$ cat config.mk
export PLATFORM = sky130hd
export DESIGN_NAME = msg_gate
export DESIGN_NICKNAME = d
export VERILOG_FILES = /design/src/msg_pkg.sv /design/src/msg_gate.sv
export SDC_FILE = /design/constraint.sdc
export NUM_CORES = 1
export LEC_CHECK = 0
export ABC_AREA = 0
export BUFFER_PORTS_ARGS = -buffer_cell sky130_fd_sc_hd__buf_2
export CAP_MARGIN = 20
export CORE_MARGIN = 5
export CORE_UTILIZATION = 30
export DETAILED_ROUTE_END_ITERATION = 16
export GPL_ROUTABILITY_DRIVEN = 0
export GPL_TIMING_DRIVEN = 0
export HOLD_SLACK_MARGIN = 0.08
export REMOVE_ABC_BUFFERS = 1
export SYNTH_ARGS = -nofsm -noshare
export SYNTH_HDL_FRONTEND = slang
export SYNTH_SLANG_ARGS = --single-unit
$ cat constraint.sdc
create_clock -name sys_clk -period 5.42 [get_ports sys_clk]
set_input_delay 0.271 -clock sys_clk [delete_from_list [all_inputs] [get_ports sys_clk]]
set_output_delay 0.271 -clock sys_clk [all_outputs]
set_load 0.02 [all_outputs]
$ cat src/msg_pkg.sv
// Purpose: shared constants and types for the monitor security gate
// Assumes: one 250 MHz clock, bytes of the flash image arrive as a byte port
// Notes: flash offsets are device addresses of the protected array
package msg_pkg;
    localparam int SEC_BYTES = 8;
    localparam logic [15:0] SEC_FIRST_ADDR = 16'hfff6;
    localparam logic [15:0] SEC_LAST_ADDR = 16'hfffd;
    localparam logic [15:0] EXT_SEC_ADDR = 16'hfdff;
    localparam logic [7:0] EXT_SEC_ON = 8'h00;
    localparam logic [7:0] BLANK_BYTE = 8'hff;
    localparam logic [7:0] INVALID_READ = 8'had;
    localparam logic [7:0] STATUS_RAM_ADDR = 8'h40;
    localparam int STATUS_OK_BIT = 6;
    localparam int PAGE_BYTES = 64;
    localparam logic [15:0] BLOCK_PROTECT_ADDR = 16'hff7e;
    localparam int BIT_DIV = 256;
    localparam int BREAK_BITS = 10;
    localparam int FRAME_BITS = 10;

    typedef struct packed {
        logic valid;
        logic [15:0] addr;
        logic fetch;
    } msg_rd_req_type;

    typedef struct packed {
        logic start;
        logic [15:0] addr;
    } msg_erase_req_type;
endpackage : msg_pkg

$ cat src/msg_gate.sv
// Purpose: monitor-mode flash security gate with serial key intake
// Assumes: stored key bytes and the extended-security byte are presented by the flash
// Notes: flash array itself lives outside; this block only filters and erases by command
`timescale 1ns/1ns
// How it works
// - host sends eight bytes; compared in order with stored top-of-flash bytes
// - after power-on reset, wait for eight bytes before anything else
// - full match unlocks flash reads and execution
// - unlocked state persists until power-on reset only
// - other resets keep unlock state; unlocked they demand no new key, locked they return to idle
// - mismatch keeps monitor mode but flash reads return invalid data
// - fetch from flash while locked raises illegal-address reset
// - break is sent only after the eighth byte is received
// - status byte bit 6 shows key was correct
// - mass erase leaves all eight key bytes blank
// - zero extended-security byte refuses monitor entry
// - fail the check then mass erase to clear extended security
// - erase one 64-byte page, or whole array via block-protect address
// - break is zero start bit plus nine more zero bits
// - bit rate is clock divided by 256
// - plain NRZ framing, equal rates both ways
module msg_gate import msg_pkg::*; #(
    parameter int DIV = BIT_DIV // clocks per serial bit
) (
    input wire logic sys_clk, // 250 MHz clock
    input wire logic reset_n, // power-on reset, async active low
    input wire logic sys_reset_n, // any other reset, sync active low
    input wire logic mon_entry, // request to enter monitor mode
    input wire logic [63:0] stored_key, // bytes at fff6..fffd, fff6 in low byte
    input wire logic [7:0] ext_sec_byte, // byte at fdff
    input wire logic monitor_serial_pin_in, // serial line level
    output logic monitor_serial_pin_out, // serial drive level
    output logic monitor_serial_pin_oe, // high while driving
    input wire msg_rd_req_type rd_req, // flash read or fetch request
    input wire logic [7:0] flash_rdata, // raw flash data
    output logic [7:0] rd_data, // filtered read data
    output logic illegal_reset, // one-cycle illegal-address reset pulse
    input wire msg_erase_req_type erase_req, // erase command
    output logic erase_page, // pulse: erase 64-byte page at erase_addr
    output logic erase_mass, // pulse: erase whole array, key bytes blank
    output logic [15:0] erase_addr, // page base address
    output logic mon_refused, // monitor entry denied
    output logic unlocked, // security bypassed
    output logic cmd_ready, // monitor may take commands
    output logic [7:0] status_byte // RAM status byte, bit 6 = key ok
);
    // divider must fit div_reg and leave room for a mid-bit sample point
    if (DIV < 4 || DIV > 65535) begin : g_div_check
        $error("DIV out of range");
    end

    typedef enum {ST_IDLE, ST_RX, ST_LATCH, ST_BREAK, ST_READY, ST_REFUSE} msg_state_type;
    msg_state_type state_reg, state_next;

    logic [15:0] div_reg;
    logic [3:0] bit_cnt_reg;
    logic [3:0] byte_cnt_reg;
    logic [7:0] shift_reg;
    logic match_reg;
    logic unlocked_reg;
    logic tx_active_reg;
    logic [7:0] rd_data_reg;
    logic illegal_reg;
    logic erase_page_reg;
    logic erase_mass_reg;
    logic [15:0] erase_addr_reg;

    wire half_tick = div_reg == 16'((DIV - 1) / 2);
    wire bit_tick = div_reg == 16'(DIV - 1);
    wire rx_start = state_reg == ST_RX && bit_cnt_reg == 4'h0 && !monitor_serial_pin_in;
    wire rx_busy = bit_cnt_reg != 4'h0;
    wire sample = rx_busy && half_tick;
    // count 1 is the start bit, FRAME_BITS the stop bit; only the eight between shift in
    wire data_bit = bit_cnt_reg > 4'h1 && bit_cnt_reg < 4'(FRAME_BITS);
    wire [7:0] key_byte = stored_key[byte_cnt_reg[2:0] * 8 +: 8];
    // gated by RX so the break counter never looks like a received frame
    wire byte_done = state_reg == ST_RX && sample && bit_cnt_reg == 4'(FRAME_BITS);
    wire break_last = bit_tick && bit_cnt_reg == 4'(BREAK_BITS - 1);
    wire byte_ok = shift_reg == key_byte;
    wire last_byte = byte_cnt_reg == 4'(SEC_BYTES - 1);
    wire is_flash = rd_req.addr >= EXT_SEC_ADDR;
    wire ext_on = ext_sec_byte == EXT_SEC_ON;
    wire erase_whole = erase_req.addr == BLOCK_PROTECT_ADDR;

    always_comb begin
        state_next = state_reg;
        case (state_reg)
            ST_IDLE: if (mon_entry) state_next = ext_on ? ST_REFUSE : ST_RX;
            ST_RX: if (byte_done && last_byte) state_next = ST_LATCH;
            ST_LATCH: state_next = ST_BREAK;
            ST_BREAK: if (break_last) state_next = ST_READY;
            ST_READY: state_next = ST_READY;
            ST_REFUSE: state_next = ST_REFUSE;
            default: state_next = ST_IDLE;
        endcase
    end

    always_ff @(posedge sys_clk or negedge reset_n) begin
        if (!reset_n) begin
            state_reg <= ST_IDLE;
        end else if (!sys_reset_n) begin
            state_reg <= unlocked_reg ? ST_READY : ST_IDLE;
        end else begin
            state_reg <= state_next;
        end
    end

    // bit timing: restarts on a start edge so sampling lands mid-bit
    always_ff @(posedge sys_clk or negedge reset_n) begin
        if (!reset_n) begin
            div_reg <= 16'h0;
        end else if (rx_start || state_reg == ST_LATCH || bit_tick) begin
            div_reg <= 16'h0;
        end else begin
            div_reg <= div_reg + 16'h1;
        end
    end

    always_ff @(posedge sys_clk or negedge reset_n) begin
        if (!reset_n) begin
            bit_cnt_reg <= 4'h0;
            shift_reg <= 8'h0;
        end else if (state_reg == ST_RX) begin
            if (rx_start) begin
                bit_cnt_reg <= 4'h1;
            end else if (byte_done) begin
                bit_cnt_reg <= 4'h0;
            end else if (sample) begin
                bit_cnt_reg <= bit_cnt_reg + 4'h1;
                if (data_bit) begin
                    shift_reg <= {monitor_serial_pin_in, shift_reg[7:1]};
                end
            end
        end else if (state_reg == ST_LATCH) begin
            bit_cnt_reg <= 4'h0;
        end else if (state_reg == ST_BREAK && bit_tick) begin
            bit_cnt_reg <= break_last ? 4'h0 : bit_cnt_reg + 4'h1;
        end
    end

    // running compare; any miss sticks until power-on reset
    always_ff @(posedge sys_clk or negedge reset_n) begin
        if (!reset_n) begin
            byte_cnt_reg <= 4'h0;
            match_reg <= 1'b1;
        end else if (byte_done) begin
            byte_cnt_reg <= byte_cnt_reg + 4'h1;
            match_reg <= match_reg & byte_ok;
        end
    end

    always_ff @(posedge sys_clk or negedge reset_n) begin
        if (!reset_n) begin
            unlocked_reg <= 1'b0;
        end else if (state_reg == ST_LATCH && match_reg) begin
            unlocked_reg <= 1'b1;
        end
    end

    // break: ten low bit times after a latched verdict
    always_ff @(posedge sys_clk or negedge reset_n) begin
        if (!reset_n) begin
            tx_active_reg <= 1'b0;
        end else begin
            // a warm reset mid-break must not leave the line pulled low
            tx_active_reg <= sys_reset_n && state_next == ST_BREAK;
        end
    end

    always_ff @(posedge sys_clk or negedge reset_n) begin
        if (!reset_n) begin
            rd_data_reg <= 8'h0;
            illegal_reg <= 1'b0;
        end else begin
            rd_data_reg <= (is_flash && !unlocked_reg) ? INVALID_READ : flash_rdata;
            illegal_reg <= rd_req.valid && rd_req.fetch && is_flash && !unlocked_reg;
        end
    end

    // erase pulses; locked state still permits mass erase for recovery
    always_ff @(posedge sys_clk or negedge reset_n) begin
        if (!reset_n) begin
            erase_page_reg <= 1'b0;
            erase_mass_reg <= 1'b0;
            erase_addr_reg <= 16'h0;
        end else begin
            erase_page_reg <= erase_req.start && !erase_whole && unlocked_reg;
            erase_mass_reg <= erase_req.start && erase_whole;
            erase_addr_reg <= erase_req.addr & ~16'(PAGE_BYTES - 1);
        end
    end

    assign monitor_serial_pin_out = 1'b0;
    assign monitor_serial_pin_oe = tx_active_reg;
    assign rd_data = rd_data_reg;
    assign illegal_reset = illegal_reg;
    assign erase_page = erase_page_reg;
    assign erase_mass = erase_mass_reg;
    assign erase_addr = erase_addr_reg;
    assign mon_refused = state_reg == ST_REFUSE;
    assign unlocked = unlocked_reg;
    assign cmd_ready = state_reg == ST_READY;
    assign status_byte = 8'(unlocked_reg) << STATUS_OK_BIT;
endmodule : msg_gate

==> key figures <==
Status
  – Status: finished clean

Synth
  – Number of enable flip-flop cells after synthesis: 0
  – Most frequent cells after synthesis: dfrtp_1, nor2_1, buf_4, nand2_1, mux2_2
  – Primary FF master, synth: dfrtp_1
  – Most frequent cell after synthesis: dfrtp_1
  – Synth Area in XOR/XNOR: 4.67%
  – Seq/Total Area, Yosys: 51.0%
  – Synth cell types: 55
  – Post-Syn Area: between 0.004 and 0.005 mm^2
  – Synth Area in Compound Gates: 6.64%
  – Mapped Cells: between 300 and 400
  – Async set-reset flop share out of synthesis: 100%
  – Post-synth top area share: 50.4%
  – Multiplexer area fraction after synthesis: 11.4%
  – Syn avg cell area: 11.4 um^2
  – Post-Synth Adder-Cell Area: 1.74%
  – Top cells by area, synth: dfrtp_1, mux2_2, mux4_2
  – Yosys reg bits: between 80 and 90
  – Main combinational cell family by area after synthesis: simple AND/OR/NAND/NOR gates
  – Post-Synth Simple-Gate Area: 19.5%
  – Synth warn: 0
  – Cell taking the most area after synthesis: dfrtp_1

GRT
  – Largest net degree at the start of global routing: 55
  – Global-route wire length before repair: about 16000 um
  – GRT met1 Usage: 13.8%
  – Vias in the first global route: between 3000 and 4000
  – GR peak layer: met2
  – Initial antenna violation count: 0
  – GRT Total Usage: between 10% and 20%
  – Grt total ovfl: 0
  – Met3 GRT Util: 4.09%
  – Met2 Use GR: around 20%

Floorplan
  – Num ports: 160
  – Die Y: 130 um
  – Starting density of the core: between 30% and 40%
  – # rows: 43
  – Die W: ~130 um
  – Core ar.: 0.0140 mm^2
  – Die area: approximately 0.017 mm^2

Critical path
  – Reg2reg start: byte_cnt_reg[0]
  – Max stage delay on crit path: 860 ps
  – Critical path class: reg -> reg
  – CP endpoint kind: flip-flop
  – Crit-path cells: buf_16, mux4_2, mux2i_1, xor2_1, nand4_1, nor4_1, o21a_1
  – Crit path arrival time: 2920 ps
  – Register-to-register setup slack: 2780 ps
  – Crit-path max FO: 15
  – Setup crit start: byte_cnt_reg[0]
  – Worst setup SP type: flip-flop
  – Critical R2R Capture: match_reg
  – Worst Reg-to-Reg Cells: 7
  – Slowest CP cell: dfrtp_1
  – CP Data Required Time: 5700 ps

Min path
  – Hold/Removal Path Class: in -> reg
  – Hold EP: rd_data[3]
  – Hold depth: 2
  – Min-delay src: flash_rdata[3]

Power and ir drop
  – PwrDens: 267 mW/mm^2
  – Post-layout total power: 1.54 mW
  – Worst VDD drop: 0.000119 V
  – Static Leak: around 2.7 nW

Route
  – Initial drt markers: between 100 and 150
  – Final wirelength: 9850 um
  – Initial DRT Pass Iterations: 4
  – Via count: 3472
  – Detail Route Antenna Nets: 0
  – Drt wl/cell: 13.2 um
  – Vias per cell: 4.65
  – Drt drc: 0

Clock tree
  – Reg clk slew, reported paths: 60 ps
  – Worst skew pair latency: 330 ps
  – Num CTS Buffers: 9
  – Root Driver: clkbuf_16
  – Setup Fix Bufs, Post-CTS: 0
  – Largest buffer count on any clock path: 2
  – CTS tree: done
  – CTS sink cnt: 88
  – H-tree levels: 3

Timing
  – Slew headroom: 47.3%
  – RSZ-0062 raised after global routing: no
  – Final setup viols: 0
  – Clock skew: between 5 and 6 ps
  – Final period utilization: 48.6%
  – Hold Violations, Final: 0
  – Worst Tran Pin Value: about 790 ps
  – TNS Setup: 0 ps
  – Min Tclk post-route: 2640 ps
  – Final Hold Slack: 122 ps
  – Slew Viols, Final: 0
  – Maximum clock rate: 379 MHz

Cells and area
  – Share of layout cells above drive strength 1: 35.3%
  – Ant. Diodes: 0
  – Core Util, Final: approximately 41%
  – Layout Nets: 688
  – Fill count: 1344
  – Max reg flops: 32
  – Final Instance Area: 0.00578 mm^2
  – Area added between synthesis and finish: 33.8%

Placed design
  – Post-DP Area: 0.00530 mm^2
  – PortBufs: 145
  – Hpwl dp: 7780 um

Flow run
  – Max Cap Viol: 0
-- cell type report --
class                   instances  area, um^2  area share (%)
multi-input cells             297        2060            35.6
clock buffers                   9         225            3.90
flip-flops and latches         88        2200            38.1
repair buffers                158         893            15.5
clock inverters                 6         140            2.43
inverters                       8        30.0           0.520
well taps                     180         225            3.90
-- through the flow --
step                std cells  worst slack [ps]
floorplan                 393              3050
global placement          718              2620
detailed placement        720              2770
CTS                       746              2750
global route              746              2640
finish                    746              2780
-- worst max-delay path, delay by kind of cell, from the launching register on --
family	cells	cell delay, ps
AND/OR/NAND/NOR	2	410
XOR/XNOR	1	170
buffers and inverters	1	230
multiplexers	2	750
AO/OA/AOI/OAI	1	160
flip-flops	1	860
-- cells in the final DEF, fill, tap and decap left out, drive strengths merged, types with 4 or more instances in the layout --
cell type	count
and3	7
mux2	17
inv	10
dlygate4sd3	11
and2	6
ha	6
mux2i	12
nor4	14
nor2	35
xor2	13
o22ai	5
mux4	8
bufinv	4
clkbuf	9
o21ai	7
nand3	14
xnor2	10
nand2b	9
nand2	18
dfrtp	87
buf	147
conb	43
nor3	11
a21oi	13
nand4	16
-- how the worst max path moves through the flow --
stage,end,slack [ps],cells past startpoint
3_5_place_dp,match_reg,2770,7
2_1_floorplan,match_reg,3050,6
5_1_grt,match_reg,2640,7
4_1_cts,match_reg,2750,7
3_3_place_gp,match_reg,2620,6
6_report,match_reg,2780,7
-- layer usage --
layer | share of wire (%) | vias to the layer above
met4 | 1.2 | 0
met1 | 40 | 1630
li1 | - | 1675
met2 | 47 | 156
met5 | 0 | -
met3 | 12 | 11
-- kinds of logic after synthesis --
group / Yosys count
other: 1
XOR/XNOR: 23
AO/OA/AOI/OAI: 41
adder cells (fa/ha/maj): 6
AND/OR/NAND/NOR: 147
flip-flops: 88
multiplexers: 37
buffers and inverters: 35
-- timing repair --
| action | CTS | global route |
|---|---|---|
| hold buffers | 11 | 0 |
| hold endpoints to repair | 44 | 0 |
| resized for setup | 0 | 0 |
-- report_power, final --
part	total [mW]	switching [mW]	internal, mW	leakage (nW)
Sequential	0.681	0.00613	0.675	1.09
Clock	0.746	0.247	0.499	0.178
Combinational	0.116	0.0590	0.0572	1.44
Total	1.54	0.312	1.23	2.71
(Power assumes the default switching activity.)
